`src/core/swrc_pkg.sv`:
```
// package of the single-wire reset control block: register map, timing, command codes
// assumes a 200 MHz core clock; times are converted to cycles here
// How it works
// RULE1: smart reset idle unless input supply valid
// RULE2: deglitch 150 ms after supply becomes valid
// RULE3: pending goes high after deglitch ends
// RULE4: reset pulse after 4000 ms or on request
// RULE5: one reset pulse per supply connection
// RULE6: pending stays high until pulse condition
// RULE7: command 27 enables, 26 disables watchdog
// RULE8: watchdog on: request input clears next pulse
// RULE9: processor clears watchdog 100 us before edge
// RULE10: watchdog pulse every 4000 ms after pending
// RULE11: disable command returns to smart reset
// RULE12: watchdog keeps running without valid supply
// RULE13: reset outputs never touch other settings
// RULE14: load switches set only by commands
// RULE15: host holds command line low when idle
// RULE16: switches default to A; counts 1-8 toggle
// RULE17: command 9 opens, 10 closes monitor switch
// RULE18: command 11 disables end-of-charge detection
// RULE19: commands 12/13 select 5 or 2.5 percent
// RULE20: commands 14-17 select overcurrent limit
// RULE21: commands 18-22 select float voltage offset
// RULE22: host pulses 100 to 120 us wide
// RULE23: start bit 350-400 us, stop bit 500 us
// RULE24: apply count only at stop bit
// RULE25: command replaces only its own group
package swrc_pkg;
	localparam int CLK_MHZ = 200;
	localparam int DEGLITCH_MS = 150;
	localparam int RESET_DELAY_MS = 4000;
	localparam int RESET_PULSE_US = 100;
	localparam int START_MIN_US = 350;
	localparam int STOP_MIN_US = 500;
	localparam int DEGLITCH_CYC = DEGLITCH_MS * 1000 * CLK_MHZ;
	localparam int RESET_DELAY_CYC = RESET_DELAY_MS * 1000 * CLK_MHZ;
	localparam int RESET_PULSE_CYC = RESET_PULSE_US * CLK_MHZ;
	// a high level of at least 200 us, 150 us under the start minimum, counts as a start bit
	localparam int START_CYC = (START_MIN_US - 150) * CLK_MHZ;
	// low spell that closes a command; below the stop minimum to allow slack
	localparam int STOP_CYC = (STOP_MIN_US - 100) * CLK_MHZ;
	localparam int CNT_W = 32;

	localparam logic [5:0] CMD_WDOG_OFF = 6'h1A;
	localparam logic [5:0] CMD_WDOG_ON  = 6'h1B;

	localparam logic [11:0] ADDR_CTRL   = 12'h000;
	localparam logic [11:0] ADDR_STATUS = 12'h004;
	localparam logic [11:0] ADDR_CFG    = 12'h008;

	typedef enum logic [1:0] {
		EOC_OFF  = 2'h0,
		EOC_5PC  = 2'h1,
		EOC_2P5  = 2'h2
	} swrc_eoc_t;

	typedef struct packed {
		logic [1:0] pathA;       // [0] path1, [1] path2
		logic [1:0] pathB;
		logic       batMon;
		swrc_eoc_t  eoc;
		logic [1:0] ocLimit;     // 0:900 1:450 2:250 3:100 mA
		logic [2:0] floatOfs;    // 0..4 x 50 mV
		logic       wdogEn;
	} swrc_cfg_t;

	localparam swrc_cfg_t CFG_RESET = '{pathA: 2'h3, pathB: 2'h0, batMon: 1'b0,
		eoc: EOC_5PC, ocLimit: 2'h0, floatOfs: 3'h0, wdogEn: 1'b0};

	typedef enum logic [1:0] {
		RS_IDLE    = 2'h0,
		RS_DEGL    = 2'h1,
		RS_PENDING = 2'h2,
		RS_DONE    = 2'h3
	} swrc_rst_t;

	typedef enum logic [1:0] {
		SW_IDLE  = 2'h0,
		SW_START = 2'h1,
		SW_COUNT = 2'h2
	} swrc_sw_t;
endpackage

```
`src/core/swrc_top.sv`:
```
// single-wire command decoder and smart reset / watchdog generator with AXI4-Lite access
// assumes async pins arrive raw and are synchronised here; supply-valid comes from analog
module swrc_top import swrc_pkg::*; #(
	parameter int DEGLITCH_CYCLES = DEGLITCH_CYC,
	parameter int DELAY_CYCLES    = RESET_DELAY_CYC,
	parameter int START_CYCLES    = START_CYC,
	parameter int STOP_CYCLES     = STOP_CYC,
	parameter int PULSE_CYCLES    = RESET_PULSE_CYC
) (
	input  wire logic        core_clk,
	input  wire logic        srst,
	input  wire logic        supplyValid,
	input  wire logic        reset_request_in,
	input  wire logic        single_wire_cmd_in,
	output logic             host_reset_out_n,
	output logic             resetPending,
	output logic             path1_out_a,
	output logic             path1_out_b,
	output logic             path2_out_a,
	output logic             path2_out_b,
	output logic             battery_monitor_switch,
	output logic [1:0]       termination_current,
	output logic [1:0]       discharge_overcurrent_limit,
	output logic [2:0]       floatOffset,
	input  wire logic [11:0] s_axi_awaddr,
	input  wire logic        s_axi_awvalid,
	output logic             s_axi_awready,
	input  wire logic [31:0] s_axi_wdata,
	input  wire logic [3:0]  s_axi_wstrb,
	input  wire logic        s_axi_wvalid,
	output logic             s_axi_wready,
	output logic [1:0]       s_axi_bresp,
	output logic             s_axi_bvalid,
	input  wire logic        s_axi_bready,
	input  wire logic [11:0] s_axi_araddr,
	input  wire logic        s_axi_arvalid,
	output logic             s_axi_arready,
	output logic [31:0]      s_axi_rdata,
	output logic [1:0]       s_axi_rresp,
	output logic             s_axi_rvalid,
	input  wire logic        s_axi_rready
);
	// synchronisers
	logic [1:0] syncSup, syncReq, syncCmd;
	always_ff @(posedge core_clk) begin
		if (srst) begin
			syncSup <= 2'h0;
			syncReq <= 2'h0;
			syncCmd <= 2'h0;
		end else begin
			syncSup <= {syncSup[0], supplyValid};
			syncReq <= {syncReq[0], reset_request_in};
			syncCmd <= {syncCmd[0], single_wire_cmd_in};
		end
	end
	logic supOk, reqIn, cmdIn;
	assign supOk = syncSup[1];
	assign reqIn = syncReq[1];
	assign cmdIn = syncCmd[1];

	// single-wire decoder
	swrc_sw_t        swState, next_swState;
	logic [CNT_W-1:0] swTimer, next_swTimer;
	logic [5:0]      pulseCnt, next_pulseCnt;
	logic            cmdPrev, next_cmdPrev;
	logic            cmdStrobe;
	swrc_cfg_t       cfg, next_cfg;
	logic            swTimerRestart;

	always_comb begin
		next_swState  = swState;
		next_pulseCnt = pulseCnt;
		next_cmdPrev  = cmdIn;
		cmdStrobe     = 1'b0;
		swTimerRestart = (cmdIn != cmdPrev);
		next_swTimer  = swTimerRestart ? '0 : swTimer + CNT_W'(1);
		case (swState)
			SW_IDLE: begin
				// a long high level is taken as the start bit
				if (cmdIn && swTimer >= CNT_W'(START_CYCLES)) begin
					next_swState = SW_START;
				end
			end
			SW_START: begin
				if (!cmdIn) begin
					next_swState  = SW_COUNT;
					next_pulseCnt = 6'h00;
				end
			end
			SW_COUNT: begin
				if (cmdIn && !cmdPrev) begin
					next_pulseCnt = pulseCnt + 6'h01; // see RULE24
				end
				if (!cmdIn && swTimer >= CNT_W'(STOP_CYCLES)) begin
					cmdStrobe    = 1'b1; // see RULE24
					next_swState = SW_IDLE;
				end
			end
			default: next_swState = SW_IDLE;
		endcase
	end

	always_comb begin
		next_cfg = cfg;
		if (cmdStrobe) begin
			case (pulseCnt) // see RULE25
				6'h01: next_cfg.pathA[0] = 1'b0; // see RULE16
				6'h02: next_cfg.pathA[0] = 1'b1;
				6'h03: next_cfg.pathB[0] = 1'b0;
				6'h04: next_cfg.pathB[0] = 1'b1;
				6'h05: next_cfg.pathA[1] = 1'b0;
				6'h06: next_cfg.pathA[1] = 1'b1;
				6'h07: next_cfg.pathB[1] = 1'b0;
				6'h08: next_cfg.pathB[1] = 1'b1;
				6'h09: next_cfg.batMon = 1'b0; // see RULE17
				6'h0A: next_cfg.batMon = 1'b1;
				6'h0B: next_cfg.eoc = EOC_OFF; // see RULE18
				6'h0C: next_cfg.eoc = EOC_5PC; // see RULE19
				6'h0D: next_cfg.eoc = EOC_2P5;
				6'h0E, 6'h0F, 6'h10, 6'h11: next_cfg.ocLimit = 2'(pulseCnt - 6'h0E); // see RULE20
				6'h12, 6'h13, 6'h14, 6'h15, 6'h16:
					next_cfg.floatOfs = 3'(pulseCnt - 6'h12); // see RULE21
				CMD_WDOG_OFF: next_cfg.wdogEn = 1'b0; // see RULE7 RULE11
				CMD_WDOG_ON: next_cfg.wdogEn = 1'b1; // see RULE7
				default: next_cfg = cfg; // see RULE24
			endcase
		end
	end

	always_ff @(posedge core_clk) begin
		if (srst) begin
			swState  <= SW_IDLE;
			swTimer  <= '0;
			pulseCnt <= 6'h00;
			cmdPrev  <= 1'b0;
			cfg      <= CFG_RESET; // see RULE16
		end else begin
			swState  <= next_swState;
			swTimer  <= next_swTimer;
			pulseCnt <= next_pulseCnt;
			cmdPrev  <= next_cmdPrev;
			cfg      <= next_cfg; // see RULE14
		end
	end

	// reset / watchdog generator; it only drives its own two outputs
	swrc_rst_t        rsState, next_rsState;
	logic [CNT_W-1:0] rsTimer, next_rsTimer;
	logic [CNT_W-1:0] pulseTimer, next_pulseTimer;
	logic             skipNext, next_skipNext;

	always_comb begin
		next_rsState    = rsState;
		next_rsTimer    = rsTimer + CNT_W'(1);
		next_skipNext   = skipNext;
		next_pulseTimer = (pulseTimer != '0) ? pulseTimer - CNT_W'(1) : '0;
		case (rsState)
			RS_IDLE: begin
				next_rsTimer = '0;
				if (supOk) next_rsState = RS_DEGL; // see RULE1
			end
			RS_DEGL: begin
				if (!supOk) begin
					next_rsState = RS_IDLE; // see RULE2
				end else if (rsTimer >= CNT_W'(DEGLITCH_CYCLES - 1)) begin
					next_rsState  = RS_PENDING; // see RULE3
					next_rsTimer  = '0;
					next_skipNext = 1'b0;
				end
			end
			RS_PENDING: begin
				if (cfg.wdogEn && reqIn) next_skipNext = 1'b1; // see RULE8
				if (!cfg.wdogEn && reqIn) begin
					next_pulseTimer = CNT_W'(PULSE_CYCLES); // see RULE4
					next_rsState    = RS_DONE; // see RULE6
				end else if (rsTimer >= CNT_W'(DELAY_CYCLES - 1)) begin
					next_rsTimer = '0;
					if (!(cfg.wdogEn && (skipNext || reqIn))) begin
						next_pulseTimer = CNT_W'(PULSE_CYCLES); // see RULE10
					end
					next_skipNext = 1'b0;
					if (!cfg.wdogEn) next_rsState = RS_DONE; // see RULE5 RULE11
				end else if (!supOk && !cfg.wdogEn) begin
					next_rsState = RS_IDLE; // see RULE12
				end
			end
			RS_DONE: begin
				next_rsTimer = '0;
				if (cfg.wdogEn) begin
					// watchdog enabled after the one-shot pulse restarts the period
					next_rsState  = RS_PENDING; // see RULE10
					next_skipNext = 1'b0;
				end else if (!supOk) begin
					next_rsState = RS_IDLE; // see RULE5
				end
			end
			default: next_rsState = RS_IDLE;
		endcase
	end

	always_ff @(posedge core_clk) begin
		if (srst) begin
			rsState          <= RS_IDLE;
			rsTimer          <= '0;
			pulseTimer       <= '0;
			skipNext         <= 1'b0;
			host_reset_out_n <= 1'b1;
			resetPending     <= 1'b0;
		end else begin
			rsState          <= next_rsState;
			rsTimer          <= next_rsTimer;
			pulseTimer       <= next_pulseTimer;
			skipNext         <= next_skipNext;
			host_reset_out_n <= (next_pulseTimer == '0); // see RULE13
			resetPending     <= (next_rsState == RS_PENDING); // see RULE6
		end
	end

	// outputs of the configuration
	always_ff @(posedge core_clk) begin
		if (srst) begin
			path1_out_a <= 1'b1;
			path1_out_b <= 1'b0;
			path2_out_a <= 1'b1;
			path2_out_b <= 1'b0;
			battery_monitor_switch      <= 1'b0;
			termination_current         <= EOC_5PC;
			discharge_overcurrent_limit <= 2'h0;
			floatOffset                 <= 3'h0;
		end else begin
			path1_out_a <= cfg.pathA[0];
			path1_out_b <= cfg.pathB[0];
			path2_out_a <= cfg.pathA[1];
			path2_out_b <= cfg.pathB[1];
			battery_monitor_switch      <= cfg.batMon;
			termination_current         <= cfg.eoc;
			discharge_overcurrent_limit <= cfg.ocLimit;
			floatOffset                 <= cfg.floatOfs;
		end
	end

	// AXI4-Lite: registers are read-only views; writes answered OKAY and ignored
	logic awTaken, wTaken, next_awTaken, next_wTaken, next_bvalid;
	logic next_rvalid;
	logic [31:0] next_rdata;
	logic [1:0]  next_rresp;
	assign s_axi_awready = !awTaken && !s_axi_bvalid;
	assign s_axi_wready  = !wTaken && !s_axi_bvalid;
	assign s_axi_arready = !s_axi_rvalid;
	assign s_axi_bresp   = 2'h0;

	always_comb begin
		next_awTaken = awTaken || (s_axi_awvalid && s_axi_awready);
		next_wTaken  = wTaken || (s_axi_wvalid && s_axi_wready);
		next_bvalid  = s_axi_bvalid && !s_axi_bready;
		if (next_awTaken && next_wTaken) begin
			next_bvalid  = 1'b1;
			next_awTaken = 1'b0;
			next_wTaken  = 1'b0;
		end
		next_rvalid = s_axi_rvalid && !s_axi_rready;
		next_rdata  = s_axi_rdata;
		next_rresp  = s_axi_rresp;
		if (s_axi_arvalid && s_axi_arready) begin
			next_rvalid = 1'b1;
			next_rresp  = 2'h0;
			case (s_axi_araddr)
				ADDR_CTRL:   next_rdata = {31'h0, cfg.wdogEn};
				ADDR_STATUS: next_rdata = {28'h0, supOk, skipNext, resetPending,
					host_reset_out_n};
				ADDR_CFG:    next_rdata = {19'h0, cfg};
				default: begin
					next_rdata = 32'h0;
					next_rresp = 2'h2;
				end
			endcase
		end
	end

	always_ff @(posedge core_clk) begin
		if (srst) begin
			awTaken      <= 1'b0;
			wTaken       <= 1'b0;
			s_axi_bvalid <= 1'b0;
			s_axi_rvalid <= 1'b0;
			s_axi_rdata  <= 32'h0;
			s_axi_rresp  <= 2'h0;
		end else begin
			awTaken      <= next_awTaken;
			wTaken       <= next_wTaken;
			s_axi_bvalid <= next_bvalid;
			s_axi_rvalid <= next_rvalid;
			s_axi_rdata  <= next_rdata;
			s_axi_rresp  <= next_rresp;
		end
	end
endmodule // swrc_top

```
`config.mk`:
```
export PLATFORM = sky130hd
export DESIGN_NAME = swrc_top
export DESIGN_NICKNAME = d
export VERILOG_FILES = /design/src/core/swrc_pkg.sv /design/src/core/swrc_top.sv
export SDC_FILE = /design/constraint.sdc
export NUM_CORES = 1
export LEC_CHECK = 0
export BUFFER_PORTS_ARGS = -buffer_cell sky130_fd_sc_hd__clkbuf_2
export CAP_MARGIN = 40
export CORE_MARGIN = 8
export CORE_UTILIZATION = 30
export CTS_BUF_LIST = sky130_fd_sc_hd__clkbuf_4
export CTS_CLUSTER_SIZE = 25
export DETAILED_ROUTE_END_ITERATION = 7
export GPL_TIMING_DRIVEN = 0
export PLACE_DENSITY = 0.59
export RECOVER_POWER = 100
export SLEW_MARGIN = 5
export SYNTH_ARGS = -nofsm -noshare
export SYNTH_HDL_FRONTEND = slang
export SYNTH_SLANG_ARGS = --single-unit
```
`constraint.sdc`:
```
create_clock -name core_clk -period 8.3 [get_ports core_clk]
set_clock_uncertainty 0.1 [all_clocks]
set_input_delay 1.245 -clock core_clk [delete_from_list [all_inputs] [get_ports core_clk]]
set_output_delay 1.245 -clock core_clk [all_outputs]
set_load 0.1 [all_outputs]
```
Word level (Yosys, flattened, before mapping) --
Index checks and enable logic that the tools add are counted. W data, S select, Z words.
Storage, ports and cells: input bits 70, output and inout port bits 55, register bits after elaboration 179, logic and storage cells 193
Cells by class: reductions and logical operators 60, mux-type cells 47, add/sub/neg operators 6, $lt $le $gt $ge 4, equality and inequality tests 40
Operators by type and width (count):
- $mux W32 | 9
- $pmux W32 S3 | 1
- $add A32 B1 Y32 const B | 2
- $eq A6 B5 Y1 const B | 9
- $eq A6 B4 Y1 const B | 8
- $pmux W13 S3 | 1
- $ge A32 B16 Y1 const B | 1
- $ge A32 B17 Y1 const B | 1
- $ge A32 B25 Y1 const B | 1
- $ge A32 B30 Y1 const B | 1
- $logic_not A32 Y1 | 1
- $reduce_bool A32 Y1 | 1
- $sub A32 B1 Y32 const B | 1
- $mux W2 | 13
- $eq A6 B3 Y1 const B | 4
- $reduce_and A2 Y1 | 9
- $logic_and A1 B1 Y1 | 15
- $ne A2 B2 Y1 const B | 7
- $reduce_bool A2 Y1 | 7
- $eq A12 B3 Y1 const B | 1
- $eq A12 B4 Y1 const B | 1
- $eq A6 B2 Y1 const B | 2
- $logic_not A12 Y1 | 1
- $mux W6 | 2
- 23 further kinds | 58

Logic depth before layout (Yosys ltp) --
Gate-level depths: netlist (run 1).
word-level depth 7, mapped depth 9, gate-level depth less buffers 8

Worst setup path after synthesis (run 1) --
No wires, ideal clock.
path type reg2out, start point register s_axi_bvalid, end point output port s_axi_awready, stages on the path, launching flop included 2, arrival 2081 ps, path buffers 0, required time 6955 ps, setup slack 4874 ps, cells stage by stage dfxtp_1 -> nor2_1
On the way: longest elaborated chain between the ends 2
Ends and longest elaborated chain:
- start, declared | line swrc_top.sv:33 | output logic s_axi_bvalid,
- start signal, assigned | line swrc_top.sv:291 | s_axi_bvalid <= next_bvalid;
- $logic_not A1 Y1 | line swrc_top.sv:247 | assign s_axi_awready = !awTaken && !s_axi_bvalid;
- $logic_and A1 B1 Y1 | line swrc_top.sv:247
- end, declared | line swrc_top.sv:27 | output logic s_axi_awready,
No other way between the ends.

Worst setup path in the final report (run 1) --
start point register pulseTimer[0], end point register pulseTimer[7]
On the way: longest elaborated chain between the ends 6, elaborated cells between the ends (all ways) 7, those cells by class add/sub: 1; mux: 5; reduce/logical: 1
Ends and longest elaborated chain:
- start, declared | line swrc_top.sv:149 | logic [CNT_W-1:0] pulseTimer, next_pulseTimer;
- start signal, assigned | line swrc_top.sv:212 | pulseTimer <= next_pulseTimer;
- $sub A32 B1 Y32 or $reduce_bool A32 Y1 (tied branches) | line swrc_top.sv:156 | next_pulseTimer = (pulseTimer != '0) ? pulseTimer - CNT_W'(1) : '0;
- $mux W32 * | line swrc_top.sv:156
- $mux W32 | line swrc_top.sv:178 | if (!(cfg.wdogEn && (skipNext || reqIn))) begin
- $mux W32 | line swrc_top.sv:176 | end else if (rsTimer >= CNT_W'(DELAY_CYCLES - 1)) begin
- $mux W32 | line swrc_top.sv:173 | if (!cfg.wdogEn && reqIn) begin
- $mux W32 * | line swrc_top.sv:157 | case (rsState)
Every way passes the cells marked *; elsewhere a longest branch is shown, timed or not. A chain may end at the register's enable or synchronous reset.

==> run summary, run 1 <==
GLOBAL ROUTING
----------------------------------------------------------------------------------------
Leftover overflow at the end of global routing ............................            0
Global routing usage summed across all routing layers .....................        0.110
Pin count of the biggest net entering global routing ......................           17
Fraction of met3 tracks used by global routing ............................       0.0270
Global-route wire length before repair .................................... 28,200 microns
Vias in the first global route ............................................        5,764
Met2 usage in global routing ..............................................        0.176
Gr busiest metal ..........................................................         met2
Met1 demand-to-capacity share in global routing ...........................        0.141
Antenna violations before repair ..........................................            1

PLACED DESIGN
----------------------------------------------------------------------------------------
Global placement routability congestion ...................................        0.804
Instance area after placement .............................................   8150 sq um
Port Buffer Count .........................................................           53
Total half-perimeter wirelength after legalization and detailed placement . 12,200 microns

STA
----------------------------------------------------------------------------------------
F_max .....................................................................      279 MHz
Fraction of the cycle the final worst path needs ..........................        0.431
Period minus WS final .....................................................      3.58 ns
Slew at the pin closest to its max-slew limit .............................      1.22 ns
Headroom to the max-slew limit ............................................        0.193
Final number of max-transition violations .................................            0
Count of endpoints failing setup in the final report ......................            0
Setup repair after global routing missed its margin .......................        false
Total Negative Setup Slacks ...............................................         0 ns
Final-report hold violation count .........................................            0

SETUP PATH
----------------------------------------------------------------------------------------
Count of buffering cells on the critical path with inverters included .....            3
Kind of cell with the highest combined delay on the critical path ......... simple AND/OR/NAND/NOR gates
Critical path peak fanout .................................................           10
Sort of element at the start of the critical path .........................    flip-flop
Worst path cell trace ..................................................... inv_1 > ha_1 > nor4b_1 > clkbuf_1 > nand4b_1 > nor3_1 > nand4b_1 > nand3_1 > clkbuf_1 > nor2_1
Crit end category .........................................................    flip-flop
R2r setup slk .............................................................      4.72 ns
Critical Path RT ..........................................................      8.61 ns
Critical path type ........................................................      reg2reg
Delay of the slowest critical-path stage ..................................      0.46 ns
Worst EP arrival ..........................................................      3.89 ns
Cell with the biggest individual delay on the critical path ............... sky130_fd_sc_hd__clkbuf_1

YOSYS
----------------------------------------------------------------------------------------
Async SR Flop Fraction ....................................................            0
Cell variety after synth ..................................................           67
Mean cell area of the mapped netlist ......................................   8.87 sq um
Most common flop cell mapped by yosys ..................................... sky130_fd_sc_hd__dfxtp_1
Sequential element share of the synthesized area ..........................        0.431
Number of storage elements in the synthesis netlist .......................          159
Post-synthesis instance area ..............................................   7390 sq um
Number of enable flip-flop cells after synthesis ..........................            0
Warnings from Yosys .......................................................            0
Post-Syn Instances ........................................................          833

ROUTING
----------------------------------------------------------------------------------------
Post-DR wirelength/cell ................................................... 13.1 microns
Iteration-0 DRC count of the detailed router ..............................          284
Number of vias in the routed layout .......................................        6,062
Detailed Routing Iterations Pass 1 ........................................            4
Number of routed nets with antenna violations .............................            0
Number of DRC violations after detailed routing ...........................            0
Routed vias/inst ..........................................................         4.79
Total wire length ......................................................... 16,500 microns

POWER
----------------------------------------------------------------------------------------
Power dissipated by switching net loads ...................................     0.610 mW
Static leakage ............................................................      2.94 nW
Clock network power share .................................................        0.301
Power per cell area .......................................................  221 nW/um^2
Max VDD drop ..............................................................  0.0000838 V
Cell internal power dissipation ...........................................      1.25 mW
Proportion of total power due to net switching ............................        0.328
Logic gate share of total power ...........................................        0.243
Sequential group share of total power .....................................        0.456

FINISH
----------------------------------------------------------------------------------------
Number of fillers in the final layout .....................................        2,574
Area added between synthesis and finish ...................................        13.9%
Nets@finish ...............................................................        1,007
Final design instance area without fill ...................................   8420 sq um
Fraction of final layout cells sized beyond drive strength 1 ..............       0.0957

CLOCKING
----------------------------------------------------------------------------------------
Clock slew at reported path FFs ...........................................      0.14 ns
Setup Fix Bufs, Post-CTS ..................................................            0
Number of sinks handled by clock tree synthesis ...........................          159
Buffers from clock root to sink, at most ..................................            2
Post-CTS Resized ..........................................................            0
CTS tree ..................................................................          yes
Cell at the root of the clock tree ........................................ sky130_fd_sc_hd__clkbuf_4
Cts bufs inserted .........................................................           17
Clock network latency to the later pin of the worst-skew pair .............      0.55 ns
CTS Hold Buffers Added ....................................................            0
Number of H-tree levels ...................................................            4

HOLD PATH
----------------------------------------------------------------------------------------
Hold WC Path Type .........................................................      reg2reg

DIE
----------------------------------------------------------------------------------------
Y dimension of the die ....................................................  173 microns
Total Die Area ............................................................ 29,900 sq um
I/O pin total .............................................................          125
Die width .................................................................  173 microns
Area of the core .......................................................... 24,200 sq um
Starting Density ..........................................................        0.305
Number of rows created at floorplan .......................................           57

FLOW RUN
----------------------------------------------------------------------------------------
Max-cap violation count ...................................................            0

STATUS
----------------------------------------------------------------------------------------
Status .................................................................... finished, final reports clean

==> power groups by stage <==
| stage | registers [mW] | logic (mW) | clock network (mW) |
|---|---|---|---|
| after global placement | 0.864 | 0.459 | 0 |
| after global routing | 0.856 | 0.497 | 0.612 |
| after floorplan | 0.875 | 0.364 | 0 |
| after detailed placement | 0.865 | 0.465 | 0 |
| after CTS | 0.849 | 0.469 | 0.584 |
| final | 0.848 | 0.451 | 0.560 |
==> path summary, 6_finish.rpt <==
check        depth (start not counted)           from             to
min                                  1     syncReq[0]     syncReq[1]
max                                 10  pulseTimer[0]  pulseTimer[7]
max reg2reg                         10  pulseTimer[0]  pulseTimer[7]
min reg2reg                          1     syncReq[0]     syncReq[1]
==> metrics by stage <==
step           total power, mW  hold WS [ns]   util  worst slack [ns]  instances
6_report                  1.86         0.329  0.347              4.72       1265
4_1_cts                   1.90         0.342  0.351              5.29       1264
5_1_grt                   1.96         0.355  0.347              4.29       1265
2_1_floorplan             1.24         0.314      -              4.87        854
3_3_place_gp              1.32         0.329  0.336              4.93       1231
3_5_place_dp              1.33         0.327  0.336              4.94       1232
==> synth_stat cells, types with 3 or more instances <==
master | number | share of area
sky130_fd_sc_hd__nand2b_1 | 6 | 0.0051
sky130_fd_sc_hd__nand2_1 | 42 | 0.021
sky130_fd_sc_hd__nand4b_1 | 3 | 0.0036
sky130_fd_sc_hd__nor4_1 | 21 | 0.018
sky130_fd_sc_hd__or2_2 | 5 | 0.0042
sky130_fd_sc_hd__a2111oi_0 | 5 | 0.0059
sky130_fd_sc_hd__nor2_1 | 108 | 0.055
sky130_fd_sc_hd__nor4_2 | 3 | 0.0051
sky130_fd_sc_hd__o21ai_0 | 16 | 0.011
sky130_fd_sc_hd__dfxtp_1 | 159 | 0.43
sky130_fd_sc_hd__xnor2_1 | 33 | 0.039
sky130_fd_sc_hd__or4_1 | 9 | 0.0091
sky130_fd_sc_hd__o21a_1 | 3 | 0.0030
sky130_fd_sc_hd__or3_1 | 12 | 0.010
sky130_fd_sc_hd__a22oi_1 | 13 | 0.013
sky130_fd_sc_hd__and4_1 | 4 | 0.0047
sky130_fd_sc_hd__inv_1 | 16 | 0.0081
sky130_fd_sc_hd__nor3b_1 | 7 | 0.0071
sky130_fd_sc_hd__buf_1 | 6 | 0.0030
sky130_fd_sc_hd__a211oi_1 | 35 | 0.036
sky130_fd_sc_hd__nand3b_1 | 3 | 0.0030
sky130_fd_sc_hd__nor3_1 | 24 | 0.016
sky130_fd_sc_hd__mux2i_1 | 3 | 0.0041
sky130_fd_sc_hd__and2_1 | 6 | 0.0051
sky130_fd_sc_hd__nand4_1 | 18 | 0.015
sky130_fd_sc_hd__ha_1 | 10 | 0.017
sky130_fd_sc_hd__clkbuf_1 | 25 | 0.013
sky130_fd_sc_hd__xor2_1 | 54 | 0.064
sky130_fd_sc_hd__nor4b_1 | 7 | 0.0083
sky130_fd_sc_hd__nor2b_1 | 22 | 0.019
sky130_fd_sc_hd__and3_1 | 15 | 0.013
sky130_fd_sc_hd__nand3_1 | 35 | 0.024
sky130_fd_sc_hd__buf_4 | 22 | 0.022
sky130_fd_sc_hd__a21oi_1 | 38 | 0.026
sky130_fd_sc_hd__a311oi_1 | 3 | 0.0036
==> flip-flops by register name, indices dropped and copies added, names as in the netlist, 3 cells and up <==
register,count
cfg,13
floatOffset,3
pulseCnt,6
pulseTimer,32
rsTimer,32
s_axi_rdata,13
swTimer,32
==> layout make-up <==
type | count | area, sq um | share of cell area
antenna | 1 | 2.50 | 0.000297
clock buffer | 20 | 150 | 0.0178
buffer | 57 | 299 | 0.0355
sequential | 159 | 3180 | 0.378
clock inverter | 12 | 206 | 0.0245
tap | 324 | 405 | 0.0482
inverter | 17 | 63.8 | 0.00758
multi-input combinational | 621 | 3880 | 0.461
timing repair buffer | 54 | 226 | 0.0269
==> cells by family after synthesis <==
family / synth area share
compound gates: 0.127
xor+xnor: 0.103
fa+ha+maj: 0.0169
buf+inv: 0.0511
flops: 0.431
mux: 0.00559
other cells: 0.000507
simple gates: 0.265
==> placed cells by master, fill, tap and decap left out, types with 9 or more instances in the layout <==
cell type and n:
sky130_fd_sc_hd__conb_1 22, sky130_fd_sc_hd__nor3_1 25, sky130_fd_sc_hd__clkbuf_4 20, sky130_fd_sc_hd__nor2b_1 22
sky130_fd_sc_hd__nor2_1 108, sky130_fd_sc_hd__a211oi_1 35, sky130_fd_sc_hd__nor4_1 21, sky130_fd_sc_hd__o21ai_0 16
sky130_fd_sc_hd__nand3_1 36, sky130_fd_sc_hd__clkbuf_1 68, sky130_fd_sc_hd__xor2_1 54, sky130_fd_sc_hd__ha_1 10
sky130_fd_sc_hd__a21oi_1 38, sky130_fd_sc_hd__and3_1 15, sky130_fd_sc_hd__a22oi_1 13, sky130_fd_sc_hd__or4_1 9
sky130_fd_sc_hd__xnor2_1 33, sky130_fd_sc_hd__dfxtp_1 159, sky130_fd_sc_hd__inv_1 16, sky130_fd_sc_hd__clkbuf_2 19
sky130_fd_sc_hd__nand4_1 18, sky130_fd_sc_hd__nand2_1 42, sky130_fd_sc_hd__or3_1 12, sky130_fd_sc_hd__buf_4 22
==> routing by layer <==
| layer | share of wire | routed length, microns | up-vias |
|---|---|---|---|
| met5 | 0 | 0 | - |
| met2 | 0.44 | 7310 | 116 |
| met4 | 0.018 | 294 | 0 |
| li1 | - | - | 3122 |
| met1 | 0.50 | 8200 | 2801 |
| met3 | 0.043 | 712 | 23 |
(Power assumes the default switching activity.)
==> run 2, diff against run 1 <==
--- a/config.mk
+++ b/config.mk
@@ -13,7 +13,7 @@
 export CTS_CLUSTER_SIZE = 25
 export DETAILED_ROUTE_END_ITERATION = 7
 export GPL_TIMING_DRIVEN = 0
-export PLACE_DENSITY = 0.59
+export PLACE_DENSITY = 0.61
 export RECOVER_POWER = 100
 export SLEW_MARGIN = 5
 export SYNTH_ARGS = -nofsm -noshare
==> constraint.sdc (replaced) <==
create_clock -name core_clk -period 2.9 [get_ports core_clk]
set_clock_uncertainty 0.1 [all_clocks]
set_input_delay 0.435 -clock core_clk [delete_from_list [all_inputs] [get_ports core_clk]]
set_output_delay 0.435 -clock core_clk [all_outputs]
set_load 0.1 [all_outputs]
==> run summary, run 2 (synthesized netlist as in run 1, its figures left out) <==
ROUTING
----------------------------------------------------------------------------------------
Number of DRC violations after detailed routing ...........................            0
Routed vias/inst ..........................................................         4.81
Iteration-0 DRC count of the detailed router ..............................          319
Post-DR wirelength/cell ................................................... 13.2 microns
Number of routed nets with antenna violations .............................            0
Total wire length ......................................................... 16,800 microns
Detailed Routing Iterations Pass 1 ........................................            4
Number of vias in the routed layout .......................................        6,123

CLOCKING
----------------------------------------------------------------------------------------
Clock network latency to the later pin of the worst-skew pair .............      0.57 ns
Clock slew at reported path FFs ...........................................      0.14 ns
Buffers from clock root to sink, at most ..................................            2
Cell at the root of the clock tree ........................................ sky130_fd_sc_hd__clkbuf_4
Number of H-tree levels ...................................................            4
Number of sinks handled by clock tree synthesis ...........................          159
CTS tree ..................................................................          yes
Cts bufs inserted .........................................................           17

PLACED DESIGN
----------------------------------------------------------------------------------------
Port Buffer Count .........................................................           53
Total half-perimeter wirelength after legalization and detailed placement . 12,100 microns
Placed cell count .........................................................        1,232
Global placement routability congestion ...................................        0.836

POWER
----------------------------------------------------------------------------------------
Overall power after layout ................................................      5.42 mW
Power per cell area .......................................................  631 nW/um^2
Static leakage ............................................................      3.02 nW
Max VDD drop ..............................................................   0.000247 V

SETUP PATH
----------------------------------------------------------------------------------------
Worst path cell trace ..................................................... inv_2 > ha_4 > or4b_4 > buf_6 > o41a_1 > nor4_2 > nand4_1 > or4_4 > o311ai_4
Kind of cell with the highest combined delay on the critical path ......... simple AND/OR/NAND/NOR gates
Delay of the slowest critical-path stage ..................................      0.46 ns
Count of buffering cells on the critical path with inverters included .....            2
Critical path peak fanout .................................................            6
Sort of element at the start of the critical path .........................    flip-flop
Crit end category .........................................................    flip-flop
Critical Path RT ..........................................................      3.27 ns
Worst EP arrival ..........................................................      3.20 ns
Cell with the biggest individual delay on the critical path ............... sky130_fd_sc_hd__or4b_4
Critical path type ........................................................      reg2reg

FLOW RUN
----------------------------------------------------------------------------------------
Max-cap violation count ...................................................            0

GLOBAL ROUTING
----------------------------------------------------------------------------------------
Pin count of the biggest net entering global routing ......................           17
Global routing usage summed across all routing layers .....................        0.110
Leftover overflow at the end of global routing ............................            0
Vias in the first global route ............................................        5,685
Global-route wire length before repair .................................... 28,200 microns
Antenna violations before repair ..........................................            1

STA
----------------------------------------------------------------------------------------
Final number of max-transition violations .................................            0
Headroom to the max-slew limit ............................................        0.179
Fraction of the cycle the final worst path needs ..........................        0.977
Count of endpoints failing setup in the final report ......................            0
Setup repair after global routing missed its margin .......................         true
Final-report hold violation count .........................................            0
Hold WS ...................................................................    0.0757 ns
F_max .....................................................................      353 MHz
Period minus WS final .....................................................      2.83 ns
Slew at the pin closest to its max-slew limit .............................      1.24 ns

DIE
----------------------------------------------------------------------------------------
Die width .................................................................  173 microns
I/O pin total .............................................................          125
Y dimension of the die ....................................................  173 microns
Total Die Area ............................................................ 29,900 sq um
Area of the core .......................................................... 24,200 sq um
Number of rows created at floorplan .......................................           57
Starting Density ..........................................................        0.305

FINISH
----------------------------------------------------------------------------------------
Finished Layout Cells .....................................................        1,272
Register area .............................................................   3190 sq um
Fraction of final layout cells sized beyond drive strength 1 ..............        0.124
Area added between synthesis and finish ...................................        16.1%
Most frequent standard cell in the layout excluding fill and tap cells .... sky130_fd_sc_hd__dfxtp_1
Nets@finish ...............................................................        1,014
Multi-input combinational cell area .......................................   3970 sq um
Number of fillers in the final layout .....................................        2,535
Leading cell types in the layout, fill and taps excluded .................. 157 x sky130_fd_sc_hd__dfxtp_1, 108 x sky130_fd_sc_hd__nor2_1, 58 x sky130_fd_sc_hd__clkbuf_1
Largest registers ranked by flip-flop count ............................... pulseTimer x32, rsTimer x32, swTimer x32

STATUS
----------------------------------------------------------------------------------------
Status .................................................................... finished, final reports clean

HOLD PATH
----------------------------------------------------------------------------------------
Hold WC Path Type .........................................................       in2reg

-- run 2: report_power, final --
group	internal (mW)	switching [mW]	total, mW
combinational	0.557	0.894	1.45
sequential	2.31	0.132	2.44
clock	0.696	0.835	1.53
total	3.56	1.86	5.42
-- run 2: through the flow --
stage | cell area [sq um] | setup slack (ns) | util | setup TNS, ns
final | 8580 | 0.0676 | 0.354 | 0
after global routing | 8580 | -0.0486 | 0.354 | -0.0486
after CTS | 8560 | 0.0243 | 0.353 | 0
after detailed placement | 8150 | -0.207 | 0.336 | -0.207
after global placement | 8140 | -0.531 | 0.336 | -5.45
after floorplan | 7470 | 0.0318 | - | 0
-- run 2: final cells by class --
cell class | count | share of cell area
Inverter | 17 | 0.00743
Sequential cell | 159 | 0.371
Timing Repair Buffer | 61 | 0.0340
Buffer | 57 | 0.0382
Multi-Input combinational cell | 621 | 0.463
Clock buffer | 17 | 0.0149
Clock inverter | 15 | 0.0243
Tap cell | 324 | 0.0472
Antenna cell | 1 | 0.000292
-- run 2: what timing repair did --
item,in CTS,in global routing
setup buffers,1,2
pin swaps,1,5
hold buffers,4,0
resized for setup,5,22
setup endpoints to repair,2,30
endpoints found under the hold margin,4,0
-- run 2: tightest hold or removal path: cells and delay by family --
family	cells	cell delay (ns)
buffers and inverters	1	0.09
AO/OA/AOI/OAI	1	0.06
AND/OR/NAND/NOR	1	0.11
-- run 2: per-layer routing --
layer,up-vias,global-route usage,part of all wire
li1,3137,-,-
met1,2847,0.144,0.49
met2,118,0.174,0.45
met3,21,0.0290,0.046
met4,0,0.0370,0.014
met5,-,0,0
-- run 2: final timing paths --
kind,start,end,slack [ns],cells after the start
max,pulseTimer[0],host_reset_out_n,0.07,9
min reg2reg,pulseTimer[0],pulseTimer[0],0.35,1
max reg2reg,pulseTimer[0],host_reset_out_n,0.07,9
min,s_axi_arvalid,s_axi_rresp[1],0.08,3
